`config.mk`:
```
export PLATFORM = sky130hd
export DESIGN_NAME = hmrf_framer
export DESIGN_NICKNAME = d
export VERILOG_FILES = /design/src/logic/hmrf_framer.v /design/src/logic/hmrf_sat_acc.v
export VERILOG_INCLUDE_DIRS = /design/src /design/src/logic
export SDC_FILE = /design/constraint.sdc
export NUM_CORES = 1
export LEC_CHECK = 0
export BUFFER_PORTS_ARGS = -buffer_cell sky130_fd_sc_hd__buf_4
export CAP_MARGIN = 20
export CORE_MARGIN = 5
export CORE_UTILIZATION = 41
export DETAILED_ROUTE_END_ITERATION = 12
export GPL_TIMING_DRIVEN = 0
export SLEW_MARGIN = 15
export SYNTH_ARGS = -nofsm -noshare
export SYNTH_HDL_FRONTEND = slang
export SYNTH_SLANG_ARGS = --single-unit
```
`constraint.sdc`:
```
create_clock -name ref_clk_i -period 2.7 [get_ports ref_clk_i]
set_input_delay 0.405 -clock ref_clk_i [delete_from_list [all_inputs] [get_ports ref_clk_i]]
set_output_delay 0.405 -clock ref_clk_i [all_outputs]
set_load 0.02 [all_outputs]
```
`src/logic/hmrf_defines.vh`:
```
// constants for the mouse report framer
// Overview of operation
// byte 1: bits 7-5 zero, forward, back, middle, right, left; 3-button builds zero forward/back
// x low byte is byte 2, x bits 11-8 in byte 3 low nibble
// y bits 3-0 in byte 3 high nibble, y bits 11-4 are byte 4
// tilt build: six bytes, byte 5 wheel count, byte 6 tilt count
// no tilt: five bytes ending with wheel count, same first four bytes
// media entry: a1, 07, two usage bytes, six zero bytes
// usage identifier bytes sent low byte first
// re-trigger control repeats while its button stays pressed
// host config binds re-trigger controls to single press only; the framer has no such config, re-trigger always repeats while held
// secure pairing enabled ignores third function slot of each button
// usages e9 and ea are re-trigger; others linear or switch type; the framer marks e0, e3, e4 linear and e2, e5, e7 switch, any other usage none
// motion and wheel counts signed, saturate instead of wrapping
`ifndef HMRF_DEFINES_VH
`define HMRF_DEFINES_VH
`define HMRF_MEDIA_PREFIX0  8'hA1
`define HMRF_MEDIA_PREFIX1  8'h07
`define HMRF_MEDIA_LEN      4'h9
`define HMRF_USAGE_VOL_UP   16'h00E9
`define HMRF_USAGE_VOL_DN   16'h00EA
`define HMRF_USAGE_VOLUME   16'h00E0
`define HMRF_USAGE_MUTE     16'h00E2
`define HMRF_USAGE_BASS     16'h00E3
`define HMRF_USAGE_TREBLE   16'h00E4
`define HMRF_USAGE_BOOST    16'h00E5
`define HMRF_USAGE_LOUD     16'h00E7
`define HMRF_MOUSE_LEN_TILT 4'h5
`define HMRF_MOUSE_LEN_NOTW 4'h4
`define HMRF_REPEAT_US      100000
`define HMRF_CLK_MHZ        10
`define HMRF_REPEAT_CYC     (`HMRF_REPEAT_US * `HMRF_CLK_MHZ)
`endif

```
`src/logic/hmrf_framer.v`:
```
// mouse and media report framer
`include "hmrf_defines.vh"
module hmrf_framer #(
    parameter REPEAT_CYC = `HMRF_REPEAT_CYC
) (
    input  wire        ref_clk_i,
    input  wire        resetn_i,
    input  wire        five_button_i,
    input  wire        tilt_fitted_i,
    input  wire        ssp_enable_i,
    input  wire        primary_button_bit_i,
    input  wire        secondary_button_bit_i,
    input  wire        middle_button_bit_i,
    input  wire        backward_button_bit_i,
    input  wire        forward_button_bit_i,
    input  wire        motion_valid_i,
    input  wire [11:0] delta_x_i,
    input  wire [11:0] delta_y_i,
    input  wire [7:0]  delta_wheel_i,
    input  wire [7:0]  delta_tilt_i,
    input  wire        mouse_req_i,
    input  wire        media_press_i,
    input  wire        media_release_i,
    input  wire [1:0]  media_slot_i,
    input  wire [15:0] media_usage_i,
    input  wire        out_ready_i,
    output reg         out_valid_o,
    output reg  [7:0]  out_data_o,
    output reg         out_last_o,
    output reg         out_media_o,
    output reg         media_held_o,
    output reg         retrigger_type_o,
    output reg         linear_control_type_o,
    output reg         on_off_control_type_o
);
    localparam S_IDLE  = 3'b001;
    localparam S_MOUSE = 3'b010;
    localparam S_MEDIA = 3'b100;
    reg  [2:0]  state_reg;
    reg  [3:0]  idx_reg;
    reg  [3:0]  len_reg;
    reg  [7:0]  snap_reg [0:5];
    reg  [15:0] usage_reg;
    reg  [15:0] frame_usage_reg;
    reg         media_pend_reg;
    reg         mouse_pend_reg;
    reg  [23:0] rep_cnt_reg;
    wire [11:0] acc_x;
    wire [11:0] acc_y;
    wire [7:0]  acc_z;
    wire [7:0]  acc_t;
    wire        snap_now = (state_reg == S_IDLE) && mouse_pend_reg && !media_pend_reg;
    wire        go_media = (state_reg == S_IDLE) && media_pend_reg;

    function is_retrigger;
        input [15:0] u;
        begin
            // volume step codes
            is_retrigger = (u == `HMRF_USAGE_VOL_UP) || (u == `HMRF_USAGE_VOL_DN);
        end
    endfunction

    function [1:0] ctl_type;
        input [15:0] u;
        begin
            ctl_type = 2'h0;
            // linear and switch kinds
            if (u == `HMRF_USAGE_VOLUME || u == `HMRF_USAGE_BASS || u == `HMRF_USAGE_TREBLE)
                ctl_type = 2'h1;
            else if (u == `HMRF_USAGE_MUTE || u == `HMRF_USAGE_BOOST || u == `HMRF_USAGE_LOUD)
                ctl_type = 2'h2;
        end
    endfunction

    function [7:0] media_byte;
        input [3:0]  i;
        input [15:0] u;
        begin
            // prefix, usage, zeros; low byte first
            case (i)
                4'h0:    media_byte = `HMRF_MEDIA_PREFIX0;
                4'h1:    media_byte = `HMRF_MEDIA_PREFIX1;
                4'h2:    media_byte = u[7:0];
                4'h3:    media_byte = u[15:8];
                default: media_byte = 8'h00;
            endcase
        end
    endfunction

    hmrf_sat_acc #(.W(12)) u_acc_x (
        .ref_clk_i (ref_clk_i), .resetn_i (resetn_i), .add_i (motion_valid_i),
        .delta_i (delta_x_i), .clear_i (snap_now), .value_o (acc_x));
    hmrf_sat_acc #(.W(12)) u_acc_y (
        .ref_clk_i (ref_clk_i), .resetn_i (resetn_i), .add_i (motion_valid_i),
        .delta_i (delta_y_i), .clear_i (snap_now), .value_o (acc_y));
    hmrf_sat_acc #(.W(8)) u_acc_z (
        .ref_clk_i (ref_clk_i), .resetn_i (resetn_i), .add_i (motion_valid_i),
        .delta_i (delta_wheel_i), .clear_i (snap_now), .value_o (acc_z));
    hmrf_sat_acc #(.W(8)) u_acc_t (
        .ref_clk_i (ref_clk_i), .resetn_i (resetn_i), .add_i (motion_valid_i),
        .delta_i (tilt_fitted_i ? delta_tilt_i : 8'h00), .clear_i (snap_now), .value_o (acc_t));

    // clear while adding folds the new delta into a fresh count, so no motion is lost
    wire       fb = five_button_i & forward_button_bit_i;
    wire       bb = five_button_i & backward_button_bit_i;
    wire       accept = media_press_i && !(ssp_enable_i && media_slot_i == 2'h2);
    wire       cur_rtc = is_retrigger(usage_reg);
    wire       beat_done = out_valid_o && out_ready_i;
    wire [1:0] new_type = ctl_type(media_usage_i);
    wire [3:0] idx_inc = idx_reg + 4'h1;

    integer k;
    always @(posedge ref_clk_i or negedge resetn_i) begin
        if (!resetn_i) begin
            state_reg             <= S_IDLE;
            idx_reg               <= 4'h0;
            len_reg               <= 4'h0;
            usage_reg             <= 16'h0000;
            frame_usage_reg       <= 16'h0000;
            media_pend_reg        <= 1'b0;
            mouse_pend_reg        <= 1'b0;
            media_held_o          <= 1'b0;
            rep_cnt_reg           <= 24'h000000;
            out_valid_o           <= 1'b0;
            out_data_o            <= 8'h00;
            out_last_o            <= 1'b0;
            out_media_o           <= 1'b0;
            retrigger_type_o      <= 1'b0;
            linear_control_type_o <= 1'b0;
            on_off_control_type_o <= 1'b0;
            for (k = 0; k < 6; k = k + 1)
                snap_reg[k] <= 8'h00;
        end else begin
            // request arriving with the snapshot stays pending: set wins
            if (mouse_req_i)
                mouse_pend_reg <= 1'b1;
            else if (snap_now)
                mouse_pend_reg <= 1'b0;
            if (accept) begin
                // third slot dropped under secure pairing
                usage_reg             <= media_usage_i;
                media_held_o          <= 1'b1;
                media_pend_reg        <= 1'b1;
                rep_cnt_reg           <= 24'h000000;
                retrigger_type_o      <= is_retrigger(media_usage_i);
                linear_control_type_o <= new_type[0];
                on_off_control_type_o <= new_type[1];
            end else begin
                if (media_release_i)
                    media_held_o <= 1'b0;
                // repeat while held
                if (media_held_o && cur_rtc && !media_release_i) begin
                    if (rep_cnt_reg == REPEAT_CYC - 1) begin
                        rep_cnt_reg    <= 24'h000000;
                        media_pend_reg <= 1'b1;
                    end else begin
                        rep_cnt_reg <= rep_cnt_reg + 24'h000001;
                        if (go_media)
                            media_pend_reg <= 1'b0;
                    end
                end else if (go_media) begin
                    media_pend_reg <= 1'b0;
                end
            end
            case (state_reg)
                S_IDLE: begin
                    idx_reg <= 4'h0;
                    if (go_media) begin
                        state_reg   <= S_MEDIA;
                        len_reg     <= `HMRF_MEDIA_LEN;
                        out_valid_o <= 1'b1;
                        out_media_o <= 1'b1;
                        // usage frozen for the whole report, so a press mid-report cannot tear it
                        frame_usage_reg <= usage_reg;
                        out_data_o  <= media_byte(4'h0, usage_reg);
                        out_last_o  <= 1'b0;
                    end else if (snap_now) begin
                        // button byte
                        snap_reg[0] <= {3'b000, fb, bb, middle_button_bit_i,
                                        secondary_button_bit_i, primary_button_bit_i};
                        // x split
                        snap_reg[1] <= acc_x[7:0];
                        // y split
                        snap_reg[2] <= {acc_y[3:0], acc_x[11:8]};
                        snap_reg[3] <= acc_y[11:4];
                        snap_reg[4] <= acc_z;
                        snap_reg[5] <= acc_t;
                        // six bytes with tilt, five without
                        len_reg     <= tilt_fitted_i ? `HMRF_MOUSE_LEN_TILT : `HMRF_MOUSE_LEN_NOTW;
                        out_valid_o <= 1'b1;
                        out_media_o <= 1'b0;
                        out_last_o  <= 1'b0;
                        out_data_o  <= {3'b000, fb, bb, middle_button_bit_i,
                                        secondary_button_bit_i, primary_button_bit_i};
                        state_reg   <= S_MOUSE;
                    end
                end
                S_MOUSE: begin
                    if (beat_done) begin
                        if (idx_reg == len_reg) begin
                            out_valid_o <= 1'b0;
                            out_last_o  <= 1'b0;
                            state_reg   <= S_IDLE;
                        end else begin
                            idx_reg    <= idx_inc;
                            out_data_o <= snap_reg[idx_inc[2:0]];
                            out_last_o <= (idx_inc == len_reg);
                        end
                    end
                end
                S_MEDIA: begin
                    if (beat_done) begin
                        if (idx_reg == len_reg) begin
                            out_valid_o <= 1'b0;
                            out_last_o  <= 1'b0;
                            state_reg   <= S_IDLE;
                        end else begin
                            idx_reg    <= idx_inc;
                            // prefix, usage, zeros; low byte first
                            out_data_o <= media_byte(idx_inc, frame_usage_reg);
                            out_last_o <= (idx_inc == len_reg);
                        end
                    end
                end
                default: begin
                    state_reg   <= S_IDLE;
                    out_valid_o <= 1'b0;
                end
            endcase
        end
    end
endmodule

```
`src/logic/hmrf_sat_acc.v`:
```
// saturating signed accumulator for motion and wheel counts
`include "hmrf_defines.vh"
module hmrf_sat_acc #(
    parameter W = 12
) (
    input  wire         ref_clk_i,
    input  wire         resetn_i,
    input  wire         add_i,
    input  wire [W-1:0] delta_i,
    input  wire         clear_i,
    output reg  [W-1:0] value_o
);
    wire [W:0] sum = {value_o[W-1], value_o} + {delta_i[W-1], delta_i};
    wire [W:0] base = clear_i ? {(W+1){1'b0}} : sum;
    wire [W:0] fresh = {delta_i[W-1], delta_i};
    wire [W:0] pick = clear_i ? fresh : sum;
    reg  [W-1:0] value_next;
    always @* begin
        value_next = value_o;
        if (add_i) begin
            // clamp at overflow
            if (pick[W] != pick[W-1])
                value_next = pick[W] ? {1'b1, {(W-1){1'b0}}} : {1'b0, {(W-1){1'b1}}};
            else
                value_next = pick[W-1:0];
        end else if (clear_i) begin
            value_next = base[W-1:0];
        end
    end
    always @(posedge ref_clk_i or negedge resetn_i) begin
        if (!resetn_i)
            value_o <= {W{1'b0}};
        else
            value_o <= value_next;
    end
endmodule

```
* Word-level counts from Yosys, hierarchy flattened
Index checks and enable logic that the tools add are counted.
Word-level totals: output and inout port bits 15, flip-flop bits (word level) 169
Cells by class: reductions and logical operators 33, add/subtract/negate cells 6, bitwise operators 4, multiplexer cells 64, equal/unequal tests 32, $lt $le $gt $ge 1
Operator list (number):
- == test 16 x 8 -> 1 bit (second input constant) | 10
- 2-to-1 mux 8 bit | 16
- 2-to-1 mux 12 bit | 7
- 2-to-1 mux 24 bit | 3
- case mux 8 bit (4 select lines) | 1
- adder 12 x 12 -> 13 bit | 2
- 2-to-1 mux 13 bit | 2
- adder 24 x 1 -> 24 bit (second input constant) | 1
- binary-select mux 8 bit (select 3 bit) | 1
- == test 24 x 20 -> 1 bit (second input constant) | 1
- case mux 8 bit (3 select lines) | 1
- adder 8 x 8 -> 9 bit | 2
- 2-to-1 mux 9 bit | 2
- 2-to-1 mux 1 bit | 17
- 2-to-1 mux 4 bit | 4
- 2-to-1 mux 3 bit | 4
- AND reduction 3 bit | 4
- nonzero test 2 bit | 6
- inequality test 2 bit (second input constant) | 5
- == test 4 x 2 -> 1 bit (second input constant) | 2
- == test 4 bit | 2
- logical AND 1 bit | 8
- case mux 4 bit (2 select lines) | 1
- logical OR 1 bit | 6
- 22 further kinds | 32

* Logic depth before layout (Yosys ltp)
depth after elaboration 8, depth in mapped cells 13, gate-level depth less buffers 12

* By module
A second synthesis with hierarchy kept.
Unflattened totals: cells, all modules 1055, area total of the unflattened synthesis 10575.1 µm²
Modules (own cells, without submodules):
- hmrf_framer | cells each 582, seq. area each 3179.3 µm², area each 6388.6 µm², times used 1
- hmrf_sat_acc at u_acc_y | cells each 143, seq. area each 300.3 µm², area each 1276.2 µm², times used 1
- hmrf_sat_acc at u_acc_x | cells each 138, seq. area each 300.3 µm², area each 1228.7 µm², times used 1
- hmrf_sat_acc at u_acc_t | cells each 101, seq. area each 200.2 µm², area each 869.6 µm², times used 1
- hmrf_sat_acc at u_acc_z | cells each 91, seq. area each 200.2 µm², area each 812.0 µm², times used 1

* Worst setup path before layout
Ideal clock, no wire load.
path type flip-flop to flip-flop, from register idx_reg[0], to register out_data_o[0], stages on the path, launching flop included 12, setup slack -0.035 ns, setup time 0.138 ns, period minus slack after synthesis 2.735 ns, arrival time 2.597 ns, path through dfrtp_1 clkbuf_1 buf_2 buf_2 inv_1 ha_1 clkbuf_1 mux4_2 a21oi_1 o21ai_0 nor2_1 o21ai_0
Between the ends: cells in the longest elaborated chain, start to end 8, elaborated cells on any way between the ends 19, classes of those cells 1 x add/sub; 6 x eq/ne; 9 x mux; 1 x bitwise; 2 x reduce/logical
RTL lines:
- start, declared | line hmrf_framer.v:40 | reg [3:0] idx_reg;
- start signal, assigned | line hmrf_framer.v:205 | idx_reg <= idx_inc;
- start signal, assigned | line hmrf_framer.v:218 | idx_reg <= idx_inc;
- adder 4 x 1 -> 4 bit | line hmrf_framer.v:110 | wire [3:0] idx_inc = idx_reg + 4'h1;
- NOT 3 -> 4 bit (implied by the code) | line hmrf_framer.v:206 | out_data_o <= snap_reg[idx_inc[2:0]];
- binary-select mux 8 bit (select 3 bit) | line hmrf_framer.v:206
- 2-to-1 mux 8 bit (implied by the code) (2 in series) | line hmrf_framer.v:206
- 2-to-1 mux 8 bit | line hmrf_framer.v:200 | if (idx_reg == len_reg) begin
- 2-to-1 mux 8 bit | line hmrf_framer.v:199 | if (beat_done) begin
- case mux 8 bit (3 select lines) | line hmrf_framer.v:165 | case (state_reg)
- end signal, assigned | line hmrf_framer.v:175 | out_data_o <= media_byte(4'h0, usage_reg);
- end signal, assigned | line hmrf_framer.v:206
- end signal, assigned | line hmrf_framer.v:220 | out_data_o <= media_byte(idx_inc, frame_usage_reg);
- end, declared | line hmrf_framer.v:28 | output reg [7:0] out_data_o,
Several ways; a longest one is shown, not always the timed one. The select of a mux whose other input is x is not followed. A chain may end at the register's enable or synchronous reset.

* Final worst setup path
from register u_acc_y.value_o[0], to register u_acc_y.value_o[10]
Between the ends: cells in the longest elaborated chain, start to end 5, elaborated cells on any way between the ends 6, classes of those cells 1 x add/sub; 1 x eq/ne; 4 x mux
RTL lines:
- start, declared | line hmrf_sat_acc.v:11 | output reg [W-1:0] value_o
- start signal, assigned | line hmrf_sat_acc.v:32 | value_o <= {W{1'b0}};
- start signal, assigned | line hmrf_sat_acc.v:34 | value_o <= value_next;
- adder 12 x 12 -> 13 bit * | line hmrf_sat_acc.v:13 | wire [W:0] sum = {value_o[W-1], value_o} + {delta_i[W-1], delta_i};
- 2-to-1 mux 13 bit * | line hmrf_sat_acc.v:16 | wire [W:0] pick = clear_i ? fresh : sum;
- 2-to-1 mux 12 bit / inequality test 1 bit (equally long branches) | line hmrf_sat_acc.v:23, hmrf_sat_acc.v:22
- 2-to-1 mux 12 bit * | line hmrf_sat_acc.v:22 | if (pick[W] != pick[W-1])
- 2-to-1 mux 12 bit * | line hmrf_sat_acc.v:20 | if (add_i) begin
Mark *: on every way between the ends. The rest lies on a longest branch, timed or not.

==> out/qor.yml <==
synth:
  syn-num-nets: 1275
  synth_edf_count: 0
  synthTopCellsByArea: "dfrtp_1 42%, nand2_1 13%, ha_1 5.4%"
  synth_top_area_share_pct: 41.6
  ys_warn_count: 0
  netlist_area_mm2: 0.00999
  async_flop_share_pct: 100
  ys_seq_elements: 167
  yosysUniqueCellTypes: 84
  seq_area_frac_synth_pct: 41.9
  synth_largest_area_cell: "dfrtp_1"
  avgSynthCellArea_um2: 8.65
  synthCells: 1155
  synth_top_flop_cell: "dfrtp_1"
finish:
  fin_cells: 1617
  final_util_pct: 50.2
  final_layout_size_suffix_gt1_share_pct: 18.2
  antenna-diode-count: 0
  layout.nets: 1400
  syn_to_final_growth_pct: 21.5
  stdcell_area_mm2: 0.0121
  largest_reg_flops: 45
grt:
  grt_max_degree: 88
  grtUsageTotal_pct: 19.2
  overflow: 0
  grt_pass1_wl_mm: 43.3
  antenna_found_initial: 0
  grt_pass1_vias: 8317
power_and_ir_drop:
  powerDensity_mw_per_mm2: 1140
  ir_drop_mv: 0.568
  p_leak_nw: 5.58
drt:
  first_pass_iters: 4
  drt_iter0_markers: 472
  wl_per_cell_um: 16.4
  avgViaCountPerCell: 5.34
  vias: 8642
  drc: 0
  antenna_left: 0
  totalWireLength_mm: 26.5
setup_path:
  cp_max_fo: 4
  r2r_slack_ns: 0.05
  crit_chain: "ha_4 > fa_2 > a21o_1 > a22o_1 > o221ai_2 > o21ai_1 > o31a_1 > maj3_2 > a31o_1"
  required_ns: 3.02
  critical_path_arrival_ns: 2.97
  critPathKind: "flop to flop"
  r2r_start: "u_acc_y.value_o[0]"
  crit_slowest_cell: "dfrtp_1"
  crit_start: "u_acc_y.value_o[0]"
  worst_path_largest_cell_delay_ns: 0.42
  cp-end-kind: "flop"
  worstSetupStartpointType: "flop"
placement:
  port_buffers: 86
  gp_congestion: 0.871
  dpl_cell_area_mm2: 0.0111
  hpwlAfterDp_mm: 19.9
  placedCellCount: 1566
cts:
  clkTransAtPathRegs_ns: 0.07
  cts_tree: "done"
  clock_latency_ns: 0.43
  cts_root_buffer: "clkbuf_16"
  h-tree-depth: 4
  clock-sinks: 167
  max-clock-path-buffers: 2
  cts_made_buffers: 17
run:
  maxCapViolations: 0
run_status:
  outcome: "finished clean"
floorplanning:
  die_width_um: 166
  ioPinCount: 88
  core_mm2: 0.0242
  die_area_mm2: 0.0276
  initial_core_util_pct: 41.3
  die_height_um: 166
  row_count: 57
timing:
  holdWs_ns: 0.180
  max_freq_ghz: 0.378
  finalSetupTns_ns: 0
  slew_viol_final: 0
  max_slew_margin_pct: 56.2
  rsz0062_at_grt: "true"
  finalHoldViolCount: 0
  setup_violations: 0
  finClkSkew_ns: 0.00975
  min_period_ns: 2.65
  fin_crit_sh_pct: 98.1
  worst_pin_slew_ns: 0.657
min_path:
  min-delay-start: "media_usage_i[10]"
  holdCritPathClass: "input port to flop"
[path summary, 6_finish.rpt]
kind / endpoint / cells after the start
setup / recovery: u_acc_y.value_o[10] / 9
hold / removal: usage_reg[10] / 3
min in group asynchronous: out_data_o[4] / 2
max in group asynchronous: snap_reg[6] / 3
hold reg to reg: snap_reg[12] / 2
setup reg to reg: u_acc_y.value_o[10] / 9
[layer usage]
metal / GRT usage (%) / routed length (µm) / vias to the layer above
li1: - / - / 4312
met1: 27.8 / 12800 / 4110
met2: 29.4 / 12100 / 184
met3: 3.24 / 1120 / 36
met4: 5.99 / 550 / 0
met5: 0 / 0 / -
[area by class of cell]
type / instances / area, µm²
multi-input combinational: 913 / 5670
buffer: 51 / 246
clock inverter: 14 / 245
timing repair buffer: 108 / 870
fill: 2294 / 12000
tap: 324 / 405
sequential: 167 / 4180
clock buffer: 18 / 439
inverter: 22 / 82.6
[kinds of logic after synthesis]
logic type | after synthesis | share of synthesized area (%)
xor gates and xnor gates | 41 | 3.60
and+or+nand+nor | 528 | 22.9
buffers and inverters | 75 | 3.23
adders and majority gates | 48 | 6.30
AOI/OAI and AO/OA | 273 | 19.1
muxes | 23 | 3.06
DFF | 167 | 41.9
[placed cells by master (no fill, tap or decap), drive strengths merged, types with 5 or more instances in the layout]
| cell type | instances |
|---|---|
| xor2 | 24 |
| a221oi | 8 |
| bufinv | 6 |
| nor4 | 9 |
| nand2 | 341 |
| a21o | 12 |
| dfrtp | 166 |
| a21oi | 42 |
| o41ai | 5 |
| ha | 43 |
| xnor2 | 17 |
| nand3 | 30 |
| o21bai | 6 |
| a31oi | 10 |
| nor2b | 8 |
| o31ai | 13 |
| mux4 | 5 |
| and3 | 11 |
| buf | 134 |
| o21ai | 79 |
| mux2i | 18 |
| nand2b | 15 |
| nor3 | 19 |
| a22oi | 13 |
| inv | 25 |
| o22ai | 10 |
| clkbuf | 42 |
| o211ai | 26 |
| a22o | 17 |
| o22a | 5 |
| a211oi | 5 |
| and2 | 10 |
| nor2 | 65 |
[timing repair]
item                                    CTS  global route
gates cloned                              0             0
buffers inserted                          9            11
endpoints found under the setup margin   43            44
hold buffers                              1             0
resized for setup                        17            36
endpoints found under the hold margin    38             0
pin swaps                                 7            19
[stage by stage]
| stage | power [mW] | setup slack, ns |
|---|---|---|
| after floorplan | 8.76 | 0.0222 |
| after global placement | 10.4 | -0.538 |
| after global routing | 15.0 | -0.0273 |
| after CTS | 13.6 | 0.00978 |
| after detailed placement | 10.5 | -0.564 |
| final | 13.9 | 0.0524 |
[synth_stat cells (17+ instances only)]
library cell	instances
nor2_1	63
ha_1	43
xnor2_1	17
dfrtp_1	166
inv_1	22
nand2_1	340
nand3_1	29
clkbuf_1	24
o21ai_0	67
mux2i_1	17
a21oi_1	36
o211ai_1	25
xor2_1	24
nor3_1	19
buf_2	17
a22o_1	17
[where the power goes]
group	switching, mW	internal, mW	leakage, nW
logic	4.01	2.98	3.12
clock network	1.05	1.77	0.331
registers	0.671	3.38	2.13
total	5.73	8.14	5.58
[critical path, delay by kind of cell, from the launching register on]
family                     cells  cell delay [ns]
AOI/OAI and AO/OA              6             1.28
DFF                            1             0.42
adders and majority gates      3             0.86
No activity file was read; power rests on OpenSTA's default activity.
